### config.mk
export PLATFORM = sky130hd
export DESIGN_NAME = charge_ctrl
export DESIGN_NICKNAME = d
export VERILOG_FILES = /design/src/hw/charge_pkg.sv /design/src/hw/charge_ctrl.sv
export SDC_FILE = /design/constraint.sdc
export NUM_CORES = 1
export LEC_CHECK = 0
export BUFFER_PORTS_ARGS = -buffer_cell sky130_fd_sc_hd__buf_2
export CAP_MARGIN = 10
export CORE_MARGIN = 2
export CORE_UTILIZATION = 50
export DETAILED_ROUTE_END_ITERATION = 10
export PLACE_DENSITY = 0.7
export RECOVER_POWER = 25
export SKIP_CTS_REPAIR_TIMING = 1
export SYNTH_ARGS = -nofsm -noshare
export SYNTH_HDL_FRONTEND = slang
export SYNTH_SLANG_ARGS = --single-unit
### constraint.sdc
create_clock -name CLK -period 24.7 [get_ports CLK]
set_input_delay 1.235 -clock CLK [delete_from_list [all_inputs] [get_ports CLK]]
set_output_delay 1.235 -clock CLK [all_outputs]
set_load 0.05 [all_outputs]
### src/hw/charge_pkg.sv
// Package: constants and carrier types for the battery charge controller
package charge_pkg;

    // ---------------------------------------------------------------
    // Clock and time base
    // ---------------------------------------------------------------
    localparam int CLK_HZ = 100_000_000;
    localparam int TICK_MS = 1;
    localparam int TICK_CYCLES = CLK_HZ / 1000 * TICK_MS;

    // ---------------------------------------------------------------
    // Register byte offsets
    // ---------------------------------------------------------------
    localparam logic [7:0] OFS_CTRL = 8'h00;
    localparam logic [7:0] OFS_STATUS = 8'h04;
    localparam logic [7:0] OFS_VBAT = 8'h08;
    localparam logic [7:0] OFS_THERM = 8'h0C;
    localparam logic [7:0] OFS_MONTIME = 8'h10;
    localparam logic [7:0] OFS_IDLETIME = 8'h14;
    localparam logic [7:0] OFS_BATLVL = 8'h18;
    localparam logic [7:0] OFS_PULSEV = 8'h1C;
    localparam logic [7:0] OFS_LIMITS = 8'h20;
    localparam logic [7:0] OFS_TEMPWIN = 8'h24;
    localparam logic [7:0] OFS_TDELTA = 8'h28;

    // ---------------------------------------------------------------
    // Field values
    // ---------------------------------------------------------------
    localparam logic [1:0] ALG_NICKEL = 2'h0;
    localparam logic [1:0] ALG_LITHIUM = 2'h1;
    localparam logic [1:0] ALG_QUERY = 2'h2;

    // ---------------------------------------------------------------
    // Voltages in mV
    // ---------------------------------------------------------------
    localparam logic [12:0] MV_TRICKLE = 13'h0AF0;   // 2800
    localparam logic [12:0] MV_ACTIVE = 13'h0C80;    // 3200
    localparam logic [12:0] MV_LOW_DEF = 13'h0D48;   // 3400
    localparam logic [12:0] MV_HIGH_DEF = 13'h1068;  // 4200
    localparam logic [12:0] MV_PSTART_DEF = 13'h0FA0; // 4000
    localparam logic [12:0] MV_OVP_DEF = 13'h1200;   // 4608
    localparam logic [12:0] MV_THOT_DEF = 13'h038C;  // 908
    localparam logic [12:0] MV_TCOLD_DEF = 13'h087B; // 2171

    // ---------------------------------------------------------------
    // Times in ms / minutes
    // ---------------------------------------------------------------
    localparam int CLOSE_MS = 1000;
    localparam logic [13:0] MON_MS_DEF = 14'h0064;   // 100
    localparam logic [13:0] IDLE_MS_DEF = 14'h1388;  // 5000
    localparam logic [13:0] OPEN_MIN_MS = 14'h0064;  // 100
    localparam logic [13:0] OPEN_MAX_MS = 14'h2710;  // 10000
    localparam logic [6:0] FAST_MIN_DEF = 7'h5A;     // 90
    localparam logic [6:0] PULSE_MIN_DEF = 7'h5A;    // 90
    localparam logic [2:0] TDELTA_DEF = 3'h3;
    localparam logic [6:0] N_PERIODS_DEF = 7'h0A;
    localparam int MIN_MS = 60000;
    localparam logic [7:0] POR_CTRL = 8'h00;

    typedef enum logic [2:0] {
        ST_IDLE, ST_TRICKLE, ST_PRE, ST_NI_CLOSE, ST_NI_OPEN,
        ST_LI_FAST, ST_LI_CLOSE, ST_LI_OPEN
    } phase_type;

    typedef struct packed {
        logic [12:0] low;
        logic [12:0] high;
    } window_type;

endpackage

### src/hw/charge_ctrl.sv
// Battery charge controller with an AHB-Lite register slave
// Functional notes
// Algorithm 0 for nickel, 1 for lithium, nickel after reset.
// Writing value 2 only reports current algorithm, selection unchanged.
// Below 3V2 hardware charges alone while the charger is present.
// Below 2V8 the transistor stays open, trickle only.
// Between 2V8 and 3V2 the transistor passes pre-charge current.
// Nickel: close 1000 ms, open tunable 100..10000 ms, repeating.
// Not charging: sample battery at tunable idle interval, default 5000 ms.
// Lower threshold default 3400 mV, upper default 4200 mV.
// Nickel: at or above upper threshold, end charge, transistor open.
// Lithium between 3V2 and lower threshold starts fast charge closed.
// Fast charge limited to tunable duration, default 90 minutes.
// Pulse phase limited to tunable duration, default 90 minutes.
// Pulse charging starts only above tunable start voltage, default 4000.
// Lithium pulse: close 1 s, open grows from 0.1 s to 10 s.
// Lithium stops when above upper threshold after n 0.1 s periods.
// Over-voltage limit for pulse charging, default 4608 mV.
// Temperature supervision only with lithium algorithm.
// Thermistor window 908 mV low, 2171 mV high by default.
// Temperature evaluated over tunable interval, default 3.
// Thermistor outside window opens transistor, stops lithium charging.
// Duration limit expiry opens transistor and flags timeout.
//
// Added by the designer: register access over AHB-Lite and the register offsets.
`timescale 1ns/1ps
`default_nettype none

module charge_ctrl #(
    parameter int TICK = charge_pkg::TICK_CYCLES,
    parameter int MS_PER_MIN = charge_pkg::MIN_MS
) (
    input wire logic CLK,
    input wire logic RST,
    input wire logic HSEL,
    input wire logic [31:0] HADDR,
    input wire logic [1:0] HTRANS,
    input wire logic HWRITE,
    input wire logic [2:0] HSIZE,
    input wire logic [31:0] HWDATA,
    input wire logic HREADY,
    output logic [31:0] HRDATA,
    output logic HREADYOUT,
    output logic HRESP,
    input wire logic CHARGER_INPUT,
    input wire logic [12:0] VBAT_MV,
    input wire logic VBAT_VALID,
    input wire logic [12:0] THERMISTOR_SENSE,
    input wire logic SYSTEM_ACTIVE,
    output logic SWITCH_CLOSED,
    output logic PRECHARGE_EN,
    output logic SAMPLE_REQ
);

    // ---------------------------------------------------------------
    // State
    // ---------------------------------------------------------------
    typedef charge_pkg::window_type window_lvl_type;

    typedef struct packed {
        logic dph;
        logic dwr;
        logic [7:0] dadr;
        logic [31:0] rdata;
        logic alg;
        logic [1:0] alg_report;
        logic [13:0] mon_ms;
        logic [13:0] idle_ms;
        window_lvl_type lvl;
        logic [12:0] pstart;
        logic [12:0] ovp;
        logic [6:0] fast_min;
        logic [6:0] pulse_min;
        charge_pkg::window_type twin;
        logic [2:0] tdelta;
        logic [6:0] nper;
        charge_pkg::phase_type ph;
        logic [31:0] tick;
        logic [13:0] ms;
        logic [13:0] open_ms;
        logic [16:0] phase_ms;
        logic [6:0] phase_min;
        logic [6:0] hi_cnt;
        logic [2:0] tcnt;
        logic done;
        logic tout;
        logic hot;
        logic ovp_hit;
        logic sample;
        logic [12:0] vbat;
    } state_type;

    state_type s_r;
    state_type s_nxt;

    localparam int CLOSE_MS_I = charge_pkg::CLOSE_MS;
    logic ms_pulse;
    logic temp_bad;
    logic fast_exp;
    logic pulse_exp;

    // Register readback mux, reused for every read
    function automatic logic [31:0] rd_mux(input state_type s,
                                           input logic [7:0] a);
        logic [31:0] v;
        v = 32'h0000_0000;
        unique case (a)
            charge_pkg::OFS_CTRL: v = {30'h0, s.alg_report};
            charge_pkg::OFS_STATUS: v = {20'h0, s.ovp_hit, s.hot, s.tout,
                                         s.done, 2'b00, s.ph, 1'b0,
                                         SWITCH_CLOSED, PRECHARGE_EN};
            charge_pkg::OFS_VBAT: v = {19'h0, s.vbat};
            charge_pkg::OFS_THERM: v = {19'h0, THERMISTOR_SENSE};
            charge_pkg::OFS_MONTIME: v = {18'h0, s.mon_ms};
            charge_pkg::OFS_IDLETIME: v = {18'h0, s.idle_ms};
            charge_pkg::OFS_BATLVL: v = {3'h0, s.lvl.high, 3'h0, s.lvl.low};
            charge_pkg::OFS_PULSEV: v = {3'h0, s.ovp, 3'h0, s.pstart};
            charge_pkg::OFS_LIMITS: v = {9'h0, s.nper, 1'b0, s.pulse_min,
                                         1'b0, s.fast_min};
            charge_pkg::OFS_TEMPWIN: v = {3'h0, s.twin.high, 3'h0,
                                          s.twin.low};
            charge_pkg::OFS_TDELTA: v = {29'h0, s.tdelta};
            default: v = 32'h0000_0000;
        endcase
        return v;
    endfunction

    // ---------------------------------------------------------------
    // Derived conditions
    // ---------------------------------------------------------------
    // Thermistor checked only on the lithium algorithm
    assign temp_bad = s_r.alg &&
        (THERMISTOR_SENSE < s_r.twin.low ||
         THERMISTOR_SENSE > s_r.twin.high);
    assign ms_pulse = (s_r.tick == 32'(TICK - 1));
    assign fast_exp = s_r.phase_min >= s_r.fast_min;
    assign pulse_exp = s_r.phase_min >= s_r.pulse_min;

    // Outputs: slave is always ready, always OKAY
    assign HREADYOUT = 1'b1;
    assign HRESP = 1'b0;
    assign HRDATA = s_r.rdata;
    assign SWITCH_CLOSED = (s_r.ph == charge_pkg::ST_NI_CLOSE) ||
        (s_r.ph == charge_pkg::ST_LI_FAST) ||
        (s_r.ph == charge_pkg::ST_LI_CLOSE);
    assign PRECHARGE_EN = (s_r.ph == charge_pkg::ST_PRE);
    assign SAMPLE_REQ = s_r.sample;

    // ---------------------------------------------------------------
    // Next state
    // ---------------------------------------------------------------
    always_comb begin
        s_nxt = s_r;
        s_nxt.sample = 1'b0;
        s_nxt.rdata = 32'h0000_0000;
        // Bus data phase: writes land, reads come from the mux
        if (s_r.dph && s_r.dwr) begin
            unique case (s_r.dadr)
                charge_pkg::OFS_CTRL: begin
                    if (HWDATA[1:0] == charge_pkg::ALG_QUERY) begin
                        s_nxt.alg_report = {1'b0, s_r.alg};
                    end else if (HWDATA[1:0] == charge_pkg::ALG_NICKEL ||
                                 HWDATA[1:0] == charge_pkg::ALG_LITHIUM) begin
                        s_nxt.alg = HWDATA[0];
                        s_nxt.alg_report = HWDATA[1:0];
                        s_nxt.ph = charge_pkg::ST_IDLE;
                    end
                end
                charge_pkg::OFS_STATUS: begin
                    s_nxt.done = s_r.done & ~HWDATA[8];
                    s_nxt.tout = s_r.tout & ~HWDATA[9];
                    s_nxt.hot = s_r.hot & ~HWDATA[10];
                    s_nxt.ovp_hit = s_r.ovp_hit & ~HWDATA[11];
                end
                charge_pkg::OFS_MONTIME: s_nxt.mon_ms = HWDATA[13:0];
                charge_pkg::OFS_IDLETIME: s_nxt.idle_ms = HWDATA[13:0];
                charge_pkg::OFS_BATLVL: begin
                    s_nxt.lvl.low = HWDATA[12:0];
                    s_nxt.lvl.high = HWDATA[28:16];
                end
                charge_pkg::OFS_PULSEV: begin
                    s_nxt.pstart = HWDATA[12:0];
                    s_nxt.ovp = HWDATA[28:16];
                end
                charge_pkg::OFS_LIMITS: begin
                    s_nxt.fast_min = HWDATA[6:0];
                    s_nxt.pulse_min = HWDATA[14:8];
                    s_nxt.nper = HWDATA[22:16];
                end
                charge_pkg::OFS_TEMPWIN: begin
                    s_nxt.twin.low = HWDATA[12:0];
                    s_nxt.twin.high = HWDATA[28:16];
                end
                charge_pkg::OFS_TDELTA: s_nxt.tdelta = HWDATA[2:0];
                default: ;
            endcase
        end
        // Address phase capture
        s_nxt.dph = HSEL && HREADY && HTRANS[1];
        s_nxt.dwr = HWRITE;
        s_nxt.dadr = HADDR[7:0];
        if (HSEL && HREADY && HTRANS[1] && !HWRITE) begin
            s_nxt.rdata = rd_mux(s_r, {HADDR[7:2], 2'b00});
        end
        if (VBAT_VALID) begin
            s_nxt.vbat = VBAT_MV;
        end
        // Millisecond time base
        if (ms_pulse) begin
            s_nxt.ms = s_r.ms + 14'h1;
            if (s_r.phase_ms == 17'(MS_PER_MIN - 1)) begin
                s_nxt.phase_ms = 17'h0;
                s_nxt.phase_min = s_r.phase_min + 7'h1;
            end else begin
                s_nxt.phase_ms = s_r.phase_ms + 17'h1;
            end
        end
        // Phase sequencing; events set flags after any clear above
        if (!CHARGER_INPUT) begin
            s_nxt.ph = charge_pkg::ST_IDLE;
        end else if (s_r.vbat < charge_pkg::MV_TRICKLE) begin
            s_nxt.ph = charge_pkg::ST_TRICKLE;
        end else if (s_r.vbat < charge_pkg::MV_ACTIVE &&
                     !SYSTEM_ACTIVE) begin
            s_nxt.ph = charge_pkg::ST_PRE;
        end else if (temp_bad && s_r.ph != charge_pkg::ST_IDLE &&
                     ms_pulse && s_r.tcnt >= s_r.tdelta) begin
            s_nxt.ph = charge_pkg::ST_IDLE;
            s_nxt.hot = 1'b1;
        end else begin
            unique case (s_r.ph)
                charge_pkg::ST_IDLE, charge_pkg::ST_TRICKLE,
                charge_pkg::ST_PRE: begin
                    // Idle sampling at the idle interval
                    if (ms_pulse && s_r.ms >= s_r.idle_ms - 14'h1) begin
                        s_nxt.ms = 14'h0;
                        s_nxt.sample = 1'b1;
                    end
                    if (!s_r.done && !s_r.tout && !temp_bad &&
                        s_r.vbat < s_r.lvl.low) begin
                        s_nxt.ms = 14'h0;
                        s_nxt.phase_ms = 17'h0;
                        s_nxt.phase_min = 7'h0;
                        s_nxt.ph = s_r.alg ? charge_pkg::ST_LI_FAST
                                           : charge_pkg::ST_NI_CLOSE;
                    end
                end
                charge_pkg::ST_NI_CLOSE: begin
                    if (ms_pulse && s_r.ms == 14'(CLOSE_MS_I - 1)) begin
                        s_nxt.ms = 14'h0;
                        s_nxt.sample = 1'b1;
                        s_nxt.ph = charge_pkg::ST_NI_OPEN;
                    end
                end
                charge_pkg::ST_NI_OPEN: begin
                    if (s_r.vbat >= s_r.lvl.high) begin
                        s_nxt.done = 1'b1;
                        s_nxt.ph = charge_pkg::ST_IDLE;
                    end else if (ms_pulse &&
                                 s_r.ms >= s_r.mon_ms - 14'h1) begin
                        s_nxt.ms = 14'h0;
                        s_nxt.ph = charge_pkg::ST_NI_CLOSE;
                    end
                end
                charge_pkg::ST_LI_FAST: begin
                    if (fast_exp) begin
                        s_nxt.tout = 1'b1;
                        s_nxt.ph = charge_pkg::ST_IDLE;
                    end else if (s_r.vbat > s_r.pstart) begin
                        s_nxt.phase_ms = 17'h0;
                        s_nxt.phase_min = 7'h0;
                        s_nxt.ms = 14'h0;
                        s_nxt.open_ms = charge_pkg::OPEN_MIN_MS;
                        s_nxt.hi_cnt = 7'h0;
                        s_nxt.ph = charge_pkg::ST_LI_CLOSE;
                    end
                end
                charge_pkg::ST_LI_CLOSE: begin
                    if (pulse_exp) begin
                        s_nxt.tout = 1'b1;
                        s_nxt.ph = charge_pkg::ST_IDLE;
                    end else if (s_r.vbat >= s_r.ovp) begin
                        s_nxt.ovp_hit = 1'b1;
                        s_nxt.ms = 14'h0;
                        s_nxt.ph = charge_pkg::ST_LI_OPEN;
                    end else if (ms_pulse &&
                                 s_r.ms == 14'(CLOSE_MS_I - 1)) begin
                        s_nxt.ms = 14'h0;
                        s_nxt.sample = 1'b1;
                        s_nxt.ph = charge_pkg::ST_LI_OPEN;
                    end
                end
                charge_pkg::ST_LI_OPEN: begin
                    if (pulse_exp) begin
                        s_nxt.tout = 1'b1;
                        s_nxt.ph = charge_pkg::ST_IDLE;
                    end else if (ms_pulse &&
                                 s_r.ms >= s_r.open_ms - 14'h1) begin
                        s_nxt.ms = 14'h0;
                        // Open time grows 100 ms per period up to 10 s
                        if (s_r.open_ms < charge_pkg::OPEN_MAX_MS) begin
                            s_nxt.open_ms = s_r.open_ms +
                                charge_pkg::OPEN_MIN_MS;
                        end
                        if (s_r.vbat > s_r.lvl.high) begin
                            s_nxt.hi_cnt = s_r.hi_cnt + 7'h1;
                        end
                        if (s_r.vbat > s_r.lvl.high &&
                            s_r.hi_cnt + 7'h1 >= s_r.nper) begin
                            s_nxt.done = 1'b1;
                            s_nxt.ph = charge_pkg::ST_IDLE;
                        end else begin
                            s_nxt.ph = charge_pkg::ST_LI_CLOSE;
                        end
                    end
                end
                default: s_nxt.ph = charge_pkg::ST_IDLE;
            endcase
        end
        // Temperature evaluation interval counter in ms
        if (!temp_bad) begin
            s_nxt.tcnt = 3'h0;
        end else if (ms_pulse && s_r.tcnt < s_r.tdelta) begin
            s_nxt.tcnt = s_r.tcnt + 3'h1;
        end
        // Phase change restarts the ms time base
        s_nxt.tick = (ms_pulse || s_nxt.ph != s_r.ph) ? 32'h0 :
            s_r.tick + 32'h1;
        // Unplugging the charger rearms the end-of-charge latch
        if (!CHARGER_INPUT) begin
            s_nxt.done = 1'b0;
        end
    end

    // ---------------------------------------------------------------
    // State register
    // ---------------------------------------------------------------
    always_ff @(posedge CLK or posedge RST) begin
        if (RST) begin
            s_r <= '0;
            s_r.alg <= 1'b0;
            s_r.mon_ms <= charge_pkg::MON_MS_DEF;
            s_r.idle_ms <= charge_pkg::IDLE_MS_DEF;
            s_r.lvl.low <= charge_pkg::MV_LOW_DEF;
            s_r.lvl.high <= charge_pkg::MV_HIGH_DEF;
            s_r.pstart <= charge_pkg::MV_PSTART_DEF;
            s_r.ovp <= charge_pkg::MV_OVP_DEF;
            s_r.fast_min <= charge_pkg::FAST_MIN_DEF;
            s_r.pulse_min <= charge_pkg::PULSE_MIN_DEF;
            s_r.twin.low <= charge_pkg::MV_THOT_DEF;
            s_r.twin.high <= charge_pkg::MV_TCOLD_DEF;
            s_r.tdelta <= charge_pkg::TDELTA_DEF;
            s_r.nper <= charge_pkg::N_PERIODS_DEF;
            s_r.ph <= charge_pkg::ST_IDLE;
        end else begin
            s_r <= s_nxt;
        end
    end

endmodule // charge_ctrl

`default_nettype wire

---- Word level (Yosys, flattened, before mapping) ----
Index checks and enable logic that the tools add are counted.
word-level totals
  register bits ........................... 290
  input port bits ......................... 103
  output and inout bits ................... 37
cells by class
  $add $sub $neg .......................... 10
  magnitude comparators ................... 18
  equal/unequal tests ..................... 38
  multiplexer cells ....................... 81
  bitwise operators ....................... 12
  reduce and logical (&&, ||, !) cells .... 48
operator list
  operator                                               count
  two-way mux 59 bit                                     6
  one-hot mux 29 bit (11 select lines)                   1
  two-way mux 14 bit                                     9
  one-hot mux 14 bit (6 select lines)                    1
  two-way mux 3 bit                                      24
  two-way mux 28 bit                                     2
  two-way mux 24 bit                                     2
  one-hot mux 24 bit (2 select lines)                    1
  >= comparator 14 bit                                   3
  subtractor 14 x 1 -> 14 bit, second input constant     3
  greater-than comparator 13 bit                         3
  adder 32 x 1 -> 32 bit, second input constant          1
  equality test 32 x 17 -> 1 bit, second input constant  1
  equality test 8 x 5 -> 1 bit, second input constant    4
  two-way mux 32 bit                                     1
  two-way mux 29 bit                                     1
  two-way mux 7 bit                                      4
  one-hot mux 14 bit (2 select lines)                    1
  >= comparator 13 bit                                   2
  < comparator 13 x 12 -> 1 bit, second input constant   2
  < comparator 13 bit                                    2
  equality test 6 x 3 -> 1 bit, second input constant    4
  equality test 8 x 6 -> 1 bit, second input constant    3
  >= comparator 7 bit                                    3
  48 further kinds                                       123

---- Longest topological paths before layout ----
Gate-level depths: netlist of the first run.
  depth after elaboration ................. 17
  depth in mapped cells ................... 19
  mapped depth without buffers ............ 16

---- Worst setup path before layout of the first run ----
No wires, ideal clock.
  path type ............................... input -> register
  from .................................... input port THERMISTOR_SENSE[8]
  to ...................................... register s_r[42] (netlist bit)
  library setup time ...................... 0.071 ns
  data arrival time ....................... 3.654 ns
  data required time ...................... 24.629 ns
  setup slack ............................. 20.974 ns
  cell stages on the path ................. 14
  buffers on the path ..................... 4
  path through ............................ ha_1 > nand4_1 > a211oi_1 > o21bai_1 > a21o_1 > a2111oi_0 > or2_1 > buf_4 > nor4bb_1 > buf_2 > or2_1 > buf_2 > buf_2 > nor2_1
RTL lines
  what                  RTL line            source
  start, declared       charge_ctrl.sv:48   input wire logic [12:0] THERMISTOR_SENSE,
  end signal, assigned  charge_ctrl.sv:356  s_r <= s_nxt;
  end, declared         charge_ctrl.sv:93   state_type s_r;

==> PnR_summary.wiki, run 1 <==
{| class="wikitable"
! Metric !! Value
|-
| Proportion of synthesized flip-flops having asynchronous set or reset || 100%
|-
| Floorplan core area || 35600 um2
|-
| Clock period minus worst slack || 4.82 ns
|-
| Setup tns final || 0 ns
|-
| Area used by multi-input combinational logic || 9710 um2
|-
| Critical path depth in cells || 16
|-
| Synth top area share || 32.8%
|-
| Leading cell types by total area after synthesis || sky130_fd_sc_hd__dfrtp_1, sky130_fd_sc_hd__ha_1, sky130_fd_sc_hd__mux2_2
|-
| Launching element type of the critical path || flip-flop
|-
| Clock root buffer || sky130_fd_sc_hd__clkbuf_16
|-
| Power Density || 60.5 nW/um2
|-
| Max Clock Freq || 208 MHz
|-
| TritonCTS clock tree || done
|-
| Worst Hold Slack || 0.504 ns
|-
| Setup ws final || 19.88 ns
|-
| Count of buffer and inverter cells on the critical path || 0
|-
| Netlist cell types || 86
|-
| Post-DP Area || 18600 um2
|-
| Worst hold path class || reg -> reg
|-
| Setup WS pre-CTS || 19.71 ns
|-
| Worst-margin pin slew || 5.33 ns
|-
| Worst Path Class, Setup || reg -> reg
|-
| Layout area overhead || 9.42%
|-
| Proportion of layout cells with a drive suffix above 1 || 21.6%
|-
| Detail-routed net length per standard cell || 20.6 um
|-
| Violations in the final reports || capacitance limit, slew limit
|-
| Max-slew violation count || 147
|-
| H-tree depth || 2
|-
| Outcome || finished, violations left
|-
| Buffers on Ports || 101
|-
| Delay contributed by the slowest stage of the critical path || 0.74 ns
|-
| DRC violation count after routing || 0
|-
| Number of stages on the worst hold path || 2
|-
| Nature of the critical path endpoint || flip-flop
|-
| Count of nets left with antenna violations after detail routing || 0
|-
| Final WL || 48300 um
|-
| Max-capacitance violation count || 2
|-
| Portion of the post-synthesis area used by sequential elements || 40.0%
|-
| Number of vias per cell || 6.08
|-
| Flip-flop and latch area || 7220 um2
|-
| Num rows || 69
|-
| Number of antenna violations at the first check in global routing || 2
|-
| Ordered cell list for the critical path || nor3_1 > nand2_1 > nor3_1 > nand2b_1 > nor4_1 > nand2_1 > xor2_1 > ha_1 > nand4_1 > a211oi_1 > a221oi_1 > or2_2 > o211ai_1 > nand4_1 > nand3_2 > nor3_1
|-
| DRT Pass-1 Iters || 7
|-
| Worst rel slew slack || -255%
|-
| Maximum number of pins on one net before global-route repair || 169
|-
| Cell mode on critical path || sky130_fd_sc_hd__nor3_1
|-
| Global-route wire length before repair || 77000 um
|-
| Clock-pin slew reported for the worst setup and hold paths after clock tree synthesis || 0.06 ns
|-
| Combined area of all synthesized cells || 18100 um2
|-
| Number of buffers added by the clock tree synthesis step || 34
|-
| Period Utilization, post-route || 19.5%
|-
| Avg Inst Size Synth || 10.0 um2
|-
| Most used standard cells in the synthesized netlist || sky130_fd_sc_hd__dfrtp_1, sky130_fd_sc_hd__ha_1, sky130_fd_sc_hd__mux2_2, sky130_fd_sc_hd__nor2_1, sky130_fd_sc_hd__inv_1
|-
| Family with the most delay on the worst path || simple AND/OR/NAND/NOR gates
|-
| Vias in the first global route || 14085
|-
| Area of all placed cells without fillers || 19800 um2
|-
| Final GP Congestion || 0.924
|-
| Total global routing overflow || 0
|-
| Number of filler cells placed in the layout || 3171
|-
| Worst Path Max Fanout || 32
|-
| Die H || 194 um
|-
| Crit path DAT || 5.22 ns
|-
| Total global routing track utilization || 25.5%
|-
| Final-report setup violation count || 0
|-
| Logic depth of the worst register-to-register path || 16
|-
| Initial DRC count || 1272
|-
| Overall die width || 194 um
|-
| Critical path's slowest cell || sky130_fd_sc_hd__nand3_2
|-
| Number of sinks driven by the clock tree || 286
|-
| I/O pin count || 140
|-
| Worst ir drop on vdd || 65.7 uV
|-
| Dominant cell by count in the synthesized netlist || sky130_fd_sc_hd__dfrtp_1
|-
| Final-stage net count || 2114
|-
| Count of flip-flops with a built-in enable after synthesis || 0
|-
| Post-Route Skew || 0.0198 ns
|-
| Via count || 14246
|-
| Placed wire-length estimate after detailed placement || 34500 um
|-
| Data required time of the critical path || 25.11 ns
|-
| Post-synthesis instance total || 1803
|-
| Cell type with the largest total area after synthesis || sky130_fd_sc_hd__dfrtp_1
|-
| Die area || 37700 um2
|-
| Deepest clock path buffer count || 3
|-
| Setup repair after global routing missed its margin || no
|-
| Leakage power summed over all cells || 8.93 nW
|-
| Yosys warnings || 0
|-
| Leading register cell type out of synthesis || sky130_fd_sc_hd__dfrtp_1
|-
| Core occupancy in the finished layout || 55.5%
|-
| Starting density of the core || 50.8%
|-
| Post-synthesis sequential element count || 286
|-
| Final Hold Vio Count || 0
|-
| Worst skew pair latency || 0.53 ns
|}
-- worst paths after layout --
| kind | start | end | slack, ns |
|---|---|---|---|
| worst max-delay path | s_r[54]$_DFFE_PP0P_ | s_r[80]$_DFF_PP0_ | 19.88 |
| worst min-delay path | s_r[15]$_DFF_PP0_ | s_r[15]$_DFF_PP0_ | 0.50 |
| worst max register to register | s_r[54]$_DFFE_PP0P_ | s_r[80]$_DFF_PP0_ | 19.88 |
| worst min register to register | s_r[15]$_DFF_PP0_ | s_r[15]$_DFF_PP0_ | 0.50 |
| max in group asynchronous | RST | s_r[91]$_DFF_PP0_ | 19.91 |
| min in group asynchronous | RST | s_r[281]$_DFF_PP0_ | 2.32 |
-- cell usage in the layout, fill, tap and decap left out, types with 64 or more instances in the layout --
master	Yosys	routed
sky130_fd_sc_hd__a21oi_1	80	80
sky130_fd_sc_hd__buf_2	7	93
sky130_fd_sc_hd__dfrtp_1	237	237
sky130_fd_sc_hd__ha_1	154	154
sky130_fd_sc_hd__inv_1	126	125
sky130_fd_sc_hd__mux2_2	142	142
sky130_fd_sc_hd__nand2_1	110	110
sky130_fd_sc_hd__nand4_1	75	75
sky130_fd_sc_hd__nor2_1	128	127
sky130_fd_sc_hd__xnor2_1	64	64
-- routing by layer --
metal	vias up	routed length [um]	track usage [%]
met4	2	1460	8.67
met5	-	13	0
met3	111	3350	3.77
met2	515	22400	41.3
li1	6577	-	-
met1	7041	21100	34.9
-- power breakdown --
part / internal, mW / total (mW) / leakage [nW] / switching [mW]
Clock: 0.311 / 0.511 / 0.570 / 0.200
Combinational: 0.0588 / 0.164 / 4.80 / 0.106
Sequential: 0.491 / 0.519 / 3.55 / 0.0285
Total: 0.861 / 1.19 / 8.93 / 0.334
-- state kept, by name, summed over array words and instances, names as in the netlist --
name and flops:
HRDATA 28, SAMPLE_REQ 1, s_r 257
-- cell families (layout without fill, tap and decap cells) --
| family | after synthesis | in the layout | synth area share (%) |
|---|---|---|---|
| buffers and inverters | 229 | 304 | 6.28 |
| and+or+nand+nor | 570 | 570 | 17.1 |
| AOI/OAI and AO/OA | 302 | 302 | 11.3 |
| adders and majority gates | 154 | 154 | 10.7 |
| xor gates and xnor gates | 108 | 108 | 5.24 |
| DFF | 286 | 286 | 40.0 |
| other | 2 | 7 | 0.0416 |
| muxes | 152 | 152 | 9.41 |
-- final cells by class --
cell class | instances | area share (%)
multi-input combinational | 1292 | 49.1
sequential | 286 | 36.5
clock buffer | 50 | 5.22
timing repair buffer | 117 | 3.20
tap | 461 | 2.92
inverter | 126 | 2.40
clock inverter | 11 | 0.583
antenna | 1 | 0.0127
-- metrics by stage --
step	std cells	total power [mW]
finish	2344	1.19
global route	2344	1.24
CTS	2342	1.20
detailed placement	2281	0.688
global placement	2281	0.682
floorplan	1807	0.642
-- tightest hold or removal path: cells and delay by family (launching register included) --
| kind | cells | cell delay [ns] |
|---|---|---|
| AO/OA/AOI/OAI | 1 | 0.06 |
| flip-flops | 1 | 0.35 |
| AND/OR/NAND/NOR | 1 | 0.06 |
Power figures use the tool's default switching activity.
==> inputs of run 2 (changes only) <==
==> constraint.sdc (replaced) <==
create_clock -name CLK -period 4.5 [get_ports CLK]
set_input_delay 0.225 -clock CLK [delete_from_list [all_inputs] [get_ports CLK]]
set_output_delay 0.225 -clock CLK [all_outputs]
set_load 0.05 [all_outputs]
==> run 2 against run 1 <==
Net effect: the run ends with hold timing, capacitance limit, slew limit left; first-iteration DRC count grew 10%; clock power grew to 5.7 times the previous value; worst setup slack lost 20 ns; critical endpoint is now s_r[97]$_DFF_PP0_; largest cell class unchanged; final area grew 2.7%.
==> PnR_summary.wiki, run 2 (same netlist as run 1, synthesis figures left out) <==
{| class="wikitable"
! Metric !! Value
|-
| Final-stage net count || 2164 (+2.4%)
|-
| Final WL || 49300 um (+2.0%)
|-
| DRC violation count after routing || 0 (unchanged)
|-
| Area used by multi-input combinational logic || 9730 um2 (+0.28%)
|-
| Maximum number of pins on one net before global-route repair || 145 (-14%)
|-
| Total global routing track utilization || 25.9% (+0.38 points)
|-
| Detail-routed net length per standard cell || 20.6 um (-0.12%)
|-
| Worst skew pair latency || 0.54 ns (about the same)
|-
| Count of buffer and inverter cells on the critical path || 1 (+1)
|-
| Pwr Total || 6.70 mW (+460%)
|-
| Number of vias per cell || 6.06 (-0.21%)
|-
| Final Hold Vio Count || 4 (+4)
|-
| Proportion of layout cells with a drive suffix above 1 || 21.3% (-0.25 points)
|-
| Placed insts || 2295 (+0.61%)
|-
| Final GP Congestion || 0.924 (about the same)
|-
| Number of antenna violations at the first check in global routing || 2 (unchanged)
|-
| Launching element type of the critical path || flip-flop
|-
| Number of flip-flops in the largest register || 257 (unchanged)
|-
| Setup repair after global routing missed its margin || no
|-
| Area of all placed cells without fillers || 20300 um2 (+2.7%)
|-
| Vias in the first global route || 14282 (+1.4%)
|-
| Crit path DAT || 4.62 ns (-0.60 ns)
|-
| Initial DRC count || 1399 (+10%)
|-
| Starting density of the core || 50.8% (unchanged)
|-
| Flip-flop and latch area || 7220 um2 (unchanged)
|-
| Period Utilization, post-route || 93.1% (+74 points)
|-
| Worst ir drop on vdd || 357 uV (+440%)
|-
| Nature of the critical path endpoint || flip-flop
|-
| Number of buffers added by the clock tree synthesis step || 35 (+2.9%)
|-
| Buffers on Ports || 101 (unchanged)
|-
| Count of nets left with antenna violations after detail routing || 0 (unchanged)
|-
| Number of sinks driven by the clock tree || 286 (unchanged)
|-
| Deepest clock path buffer count || 3 (unchanged)
|-
| Net load switching power || 1.88 mW (+460%)
|-
| Worst Hold Slack || -0.000677 ns (-0.505 ns)
|-
| Worst Path Max Fanout || 32 (unchanged)
|-
| Overall die width || 194 um (unchanged)
|-
| Power Density || 330 nW/um2 (+450%)
|-
| Global-route wire length before repair || 78400 um (+1.8%)
|-
| Max-slew violation count || 200 (+36%)
|-
| Layout area overhead || 12.3%
|-
| Post-Route Skew || 0.0247 ns (+0.00485 ns)
|-
| Ordered cell list for the critical path || nor3_1 > nand2_1 > nor3_1 > nand2b_1 > nor4_1 > nand2_1 > xor2_1 > ha_1 > nand4_1 > a211oi_1 > a221oi_2 > or2_2 > o211ai_1 > a311o_1 > buf_12 > nand4_1 > nor3_2
|-
| H-tree depth || 2 (unchanged)
|-
| TritonCTS clock tree || done
|-
| Setup tns final || 0 ns (unchanged)
|-
| Final-report setup violation count || 0 (unchanged)
|-
| Delay contributed by the slowest stage of the critical path || 0.45 ns (-0.29 ns)
|-
| Floorplan core area || 35600 um2 (unchanged)
|-
| Internal power || 4.82 mW (+460%)
|-
| Final std cells w/o fill || 2394 (+2.1%)
|-
| Most common library cell in the layout ignoring fill and taps || sky130_fd_sc_hd__dfrtp_1
|-
| Total global routing overflow || 0 (unchanged)
|-
| Die area || 37700 um2 (unchanged)
|-
| Share of power burned in combinational logic || 14.3% (+0.5 points)
|-
| Violations in the final reports || hold timing, capacitance limit, slew limit
|-
| Most frequent cells in the layout || sky130_fd_sc_hd__dfrtp_1, sky130_fd_sc_hd__ha_1, sky130_fd_sc_hd__mux2_2
|-
| Register name with the most flops || s_r
|-
| Placed wire-length estimate after detailed placement || 35000 um (+1.5%)
|-
| Family with the most delay on the worst path || simple AND/OR/NAND/NOR gates
|-
| Data required time of the critical path || 4.93 ns (-20.18 ns)
|-
| Worst Path Class, Setup || reg -> reg
|-
| Via count || 14519 (+1.9%)
|-
| Clock-pin slew reported for the worst setup and hold paths after clock tree synthesis || 0.06 ns (about the same)
|-
| Outcome || finished, violations left
|-
| Share of power burned in registers || 42.5% (-0.9 points)
|-
| Critical path's slowest cell || sky130_fd_sc_hd__dfrtp_1
|-
| Worst rel slew slack || -113% (+140 points)
|-
| Leakage power summed over all cells || 9.10 nW (+2.0%)
|-
| Num rows || 69 (unchanged)
|-
| Clock root buffer || sky130_fd_sc_hd__clkbuf_16
|-
| Worst-margin pin slew || 3.19 ns (-2.13 ns)
|-
| Number of filler cells placed in the layout || 3086 (-2.7%)
|-
| DRT Pass-1 Iters || 6 (-1)
|-
| I/O pin count || 140 (unchanged)
|-
| Post-DP Area || 18800 um2 (+0.75%)
|-
| Max Clock Freq || 239 MHz (+15%)
|-
| Die H || 194 um (unchanged)
|-
| Clock period minus worst slack || 4.19 ns (-0.628 ns)
|-
| Max-capacitance violation count || 2 (unchanged)
|-
| Worst hold path class || in -> reg
|-
| Clock share of power || 43.2% (+0.4 points)
|-
| Fraction of power spent switching nets || 28.1% (+0.14 points)
|}
run 2: cell types whose count changed in the layout (fill, tap and decap cells not counted), moves of 2 or more:
cell	previous run	this run
sky130_fd_sc_hd__dlygate4sd3_1	0	36
sky130_fd_sc_hd__buf_2	93	81
sky130_fd_sc_hd__clkbuf_8	10	7
sky130_fd_sc_hd__buf_12	1	3
sky130_fd_sc_hd__clkinvlp_4	1	4
sky130_fd_sc_hd__buf_4	13	24
sky130_fd_sc_hd__clkbuf_1	14	25
run 2: power by group through the flow:
stage | Combinational (mW) | Clock [mW] | Sequential (mW)
finish | 0.959 | 2.89 | 2.85
global route | 1.06 | 3.04 | 2.86
CTS | 0.935 | 2.93 | 2.84
detailed placement | 0.929 | 0 | 2.89
global placement | 0.900 | 0 | 2.88
floorplan | 0.710 | 0 | 2.82
run 2: final cells by class:
cell class	instances	area share [%]
Sequential cell	286	35.6
Tap cell	461	2.84
Clock buffer	46	4.97
Inverter	126	2.34
Timing Repair Buffer	166	5.37
Multi-Input combinational cell	1292	48.0
Antenna cell	1	0.0123
Clock inverter	16	0.907
run 2: worst reg2reg max path: cells and delay by family, from the launching register on:
kind | cells | cell delay (ns)
AND/OR/NAND/NOR | 10 | 1.96
AO/OA/AOI/OAI | 4 | 1.01
XOR/XNOR | 1 | 0.16
flip-flops | 1 | 0.45
buffers and inverters | 1 | 0.20
adder cells (fa/ha/maj) | 1 | 0.31
run 2: routing by layer:
| metal | global-route usage [%] | routed length [um] | up-vias |
|---|---|---|---|
| met3 | 3.93 | 3490 | 116 |
| met5 | 0 | 0 | - |
| met4 | 9.71 | 1750 | 0 |
| met2 | 41.3 | 22700 | 531 |
| met1 | 35.5 | 21300 | 7188 |
| li1 | - | - | 6684 |
run 2: per-stage QoR:
step	util, %	worst slack (ns)
final	57.0	0.311
after global routing	57.0	0.0174
after CTS	56.1	0.319
after detailed placement	52.8	0.361
after global placement	52.8	0.469
after floorplan	-	0.524
run 2: worst paths after layout:
path	start	end	slack, ns	depth (start not counted)
setup reg to reg	s_r[54]$_DFFE_PP0P_	s_r[97]$_DFF_PP0_	0.31	17
hold / removal	HWDATA[21]	s_r[196]$_DFFE_PP1P_	-0.0007	2
min in group asynchronous	RST	s_r[230]$_DFFE_PP0P_	0.27	3
max in group asynchronous	RST	s_r[166]$_DFFE_PP0P_	0.74	4
hold reg to reg	s_r[14]$_DFF_PP0_	s_r[14]$_DFF_PP0_	0.51	2
setup / recovery	s_r[54]$_DFFE_PP0P_	s_r[97]$_DFF_PP0_	0.31	17
==> inputs of run 3 (changes only) <==
--- a/config.mk
+++ b/config.mk
@@ -10,9 +10,10 @@
 export CORE_MARGIN = 2
 export CORE_UTILIZATION = 50
 export DETAILED_ROUTE_END_ITERATION = 10
-export PLACE_DENSITY = 0.7
+export PLACE_DENSITY = 0.71
 export RECOVER_POWER = 25
 export SKIP_CTS_REPAIR_TIMING = 1
 export SYNTH_ARGS = -nofsm -noshare
 export SYNTH_HDL_FRONTEND = slang
 export SYNTH_SLANG_ARGS = --single-unit
+export TNS_END_PERCENT = 20
==> constraint.sdc (replaced) <==
create_clock -name CLK -period 3.4 [get_ports CLK]
set_input_delay 0.17 -clock CLK [delete_from_list [all_inputs] [get_ports CLK]]
set_output_delay 0.17 -clock CLK [all_outputs]
set_load 0.05 [all_outputs]
==> run 3 against run 2 <==
Net effect: the run ends with DRC, hold timing, capacitance limit, slew limit, setup timing left; via count is 3.7% higher; hold slack got worse by 0.015 ns; fmax up 10%; sequential share of layout area decreased by 1.9 points; largest cell class unchanged; final area up 5.7%; sequential cell count stayed put; clock skew grew 0.0069 ns; clock power is 42% higher; global-route usage up 0.82 points.
==> PnR_summary.wiki, run 3 (same netlist as run 1, synthesis figures left out) <==
{| class="wikitable"
! Metric !! Value
|-
| Layout area overhead || 18.8%
|-
| Worst Hold Slack || -0.0161 ns (-0.0154 ns)
|-
| Clock root buffer || sky130_fd_sc_hd__clkbuf_16
|-
| Clock-pin slew reported for the worst setup and hold paths after clock tree synthesis || 0.07 ns (about the same)
|-
| Worst rel slew slack || -93.2% (+20 points)
|-
| Number of flip-flops in the largest register || 257 (unchanged)
|-
| Worst ir drop on vdd || 453 uV (+27%)
|-
| Critical path's slowest cell || sky130_fd_sc_hd__or4_1
|-
| Setup repair after global routing missed its margin || yes
|-
| Worst skew pair latency || 0.54 ns (about the same)
|-
| Initial DRC count || 1350 (-3.5%)
|-
| Max-capacitance violation count || 1 (-1)
|-
| Most frequent cells in the layout || sky130_fd_sc_hd__dfrtp_1, sky130_fd_sc_hd__ha_1, sky130_fd_sc_hd__mux2_2
|-
| Number of vias per cell || 6.03 (-0.61%)
|-
| Floorplan core area || 35600 um2 (unchanged)
|-
| Capture instance of the worst register-to-register path || s_r[107]$_DFF_PP0_
|-
| I/O pin count || 140 (unchanged)
|-
| Data required time of the critical path || 3.81 ns (-1.12 ns)
|-
| Leakage power summed over all cells || 9.81 nW (+7.7%)
|-
| Register name with the most flops || s_r
|-
| Final-report setup violation count || 62 (+62)
|-
| Ordered cell list for the critical path || or4_1 > or3_4 > nor3_2 > xnor2_1 > ha_1 > nand4_1 > nor3_1 > a221o_1 > o21ai_2 > nand3_1 > o41a_1 > o31ai_4 > buf_4 > clkbuf_16 > nor3_2
|-
| Count of nets left with antenna violations after detail routing || 0 (unchanged)
|-
| Num rows || 69 (unchanged)
|-
| Most common library cell in the layout ignoring fill and taps || sky130_fd_sc_hd__dfrtp_1
|-
| Violations in the final reports || DRC, hold timing, capacitance limit, slew limit, setup timing
|-
| Via count || 15052 (+3.7%)
|-
| Setup WS pre-CTS || -0.645 ns (-1.01 ns)
|-
| Number of buffers added by the clock tree synthesis step || 35 (unchanged)
|-
| Clock share of power || 43.6% (+0.4 points)
|-
| Number of sinks driven by the clock tree || 286 (unchanged)
|-
| Startpoint of the worst-slack reg-to-reg timing path || s_r[237]$_DFFE_PP1P_
|-
| Maximum number of pins on one net before global-route repair || 174 (+20%)
|-
| Starting density of the core || 50.8% (unchanged)
|-
| Share of power burned in registers || 39.9% (-2.6 points)
|-
| Internal power || 6.77 mW (+41%)
|-
| Number of antenna violations at the first check in global routing || 2 (unchanged)
|-
| Final-stage net count || 2264 (+4.6%)
|-
| Number of stages on the worst hold path || 2 (unchanged)
|-
| Fraction of power spent switching nets || 28.1% (about the same)
|-
| Clock period minus worst slack || 3.80 ns (-0.386 ns)
|-
| Worst Path Class, Setup || reg -> reg
|-
| Cell mode on critical path || sky130_fd_sc_hd__nor3_2
|-
| Final Hold Vio Count || 3 (-1)
|-
| Max Clock Freq || 263 MHz (+10%)
|-
| Total global routing overflow || 0 (unchanged)
|-
| Vias in the first global route || 14781 (+3.5%)
|-
| Area of all placed cells without fillers || 21400 um2 (+5.7%)
|-
| Setup ws final || -0.403 ns (-0.714 ns)
|-
| Max-slew violation count || 114 (-43%)
|-
| Worst-margin pin slew || 2.90 ns (-0.296 ns)
|-
| H-tree depth || 2 (unchanged)
|-
| Total global routing track utilization || 26.7% (+0.82 points)
|-
| Logic depth of the worst register-to-register path || 15 (-2)
|-
| Crit path DAT || 4.22 ns (-0.40 ns)
|-
| Placed wire-length estimate after detailed placement || 36900 um (+5.7%)
|-
| Deepest clock path buffer count || 3 (unchanged)
|-
| Detail-routed net length per standard cell || 21.1 um (+2.4%)
|-
| Post-DP Area || 19400 um2 (+3.5%)
|-
| Die H || 194 um (unchanged)
|-
| Final WL || 52700 um (+6.8%)
|-
| Delay contributed by the slowest stage of the critical path || 0.55 ns (+0.10 ns)
|-
| Outcome || finished, violations left
|-
| Launching element type of the critical path || flip-flop
|-
| Buffers on Ports || 101 (unchanged)
|-
| Worst setup path startpoint || s_r[237]$_DFFE_PP1P_
|-
| Final GP Congestion || 0.929 (+0.60%)
|-
| Net load switching power || 2.65 mW (+41%)
|-
| Die area || 37700 um2 (unchanged)
|-
| Power Density || 439 nW/um2 (+33%)
|-
| Worst Path Max Fanout || 8 (-75%)
|-
| Number of filler cells placed in the layout || 2940 (-4.7%)
|-
| Count of buffer and inverter cells on the critical path || 2 (+1)
|-
| DRC violation count after routing || 1 (+1)
|-
| Core occupancy in the finished layout || 60.3% (+3.3 points)
|-
| Worst hold path class || in -> reg
|-
| Proportion of layout cells with a drive suffix above 1 || 26.8% (+5.5 points)
|-
| Overall die width || 194 um (unchanged)
|-
| Nature of the critical path endpoint || flip-flop
|-
| DRT Pass-1 Iters || 11 (+5)
|-
| Global-route wire length before repair || 80900 um (+3.2%)
|-
| Worst Hold Path EP || s_r[190]$_DFFE_PP0P_
|-
| Share of power burned in combinational logic || 16.6% (+2.3 points)
|-
| Family with the most delay on the worst path || simple AND/OR/NAND/NOR gates
|-
| Period Utilization, post-route || 112% (+19 points)
|-
| Startpoint of the lowest-slack hold path || HWDATA[12]
|-
| TritonCTS clock tree || done
|-
| Post-Route Skew || 0.0315 ns (+0.00687 ns)
|-
| Reg-to-reg setup timing slack || -0.40 ns (-0.71 ns)
|}
-- run 3: layout make-up --
cell class / instances / area (um2) / share of cell area, %
Sequential cell: 286 / 7220 / 33.7
Inverter: 126 / 474 / 2.21
Antenna cell: 2 / 5.00 / 0.0233
Clock buffer: 42 / 953 / 4.45
Tap cell: 461 / 577 / 2.69
Multi-Input combinational cell: 1292 / 9880 / 46.1
Timing Repair Buffer: 266 / 2020 / 9.43
Clock inverter: 22 / 310 / 1.45
-- run 3: worst max path at each step --
stage,end,depth (start not counted)
6_report,s_r[107]$_DFF_PP0_,15
5_1_grt,s_r[99]$_DFF_PP0_,18
4_1_cts,s_r[105]$_DFF_PP0_,17
3_5_place_dp,s_r[105]$_DFF_PP0_,17
3_3_place_gp,s_r[111]$_DFF_PP0_,14
2_1_floorplan,HRDATA[0]$_DFF_PP0_,1
-- run 3: stage by stage --
step | TNS [ns] | hold slack [ns] | instances | total power [mW]
2_1_floorplan | -138.28 | 0.201 | 1807 | 4.67
3_3_place_gp | -21.79 | 0.283 | 2376 | 5.08
3_5_place_dp | -37.73 | 0.290 | 2376 | 5.14
4_1_cts | -39.78 | -0.269 | 2440 | 9.23
5_1_grt | -57.90 | 0.00163 | 2497 | 9.75
6_report | -18.48 | -0.0161 | 2497 | 9.42
-- run 3: power groups by stage --
stage	registers, mW	logic [mW]	clock network (mW)
after global placement	3.80	1.28	0
final	3.76	1.56	4.11
after detailed placement	3.80	1.33	0
after floorplan	3.73	0.940	0
after global routing	3.77	1.69	4.29
after CTS	3.75	1.34	4.14
-- run 3: routing by layer --
metal / routed length, um / GRT usage, % / part of all wire (%)
met1: 21900 / 35.3 / 42
met4: 1840 / 10.7 / 3.5
met3: 3790 / 4.80 / 7.2
met2: 25100 / 43.4 / 48
met5: 0 / 0 / 0
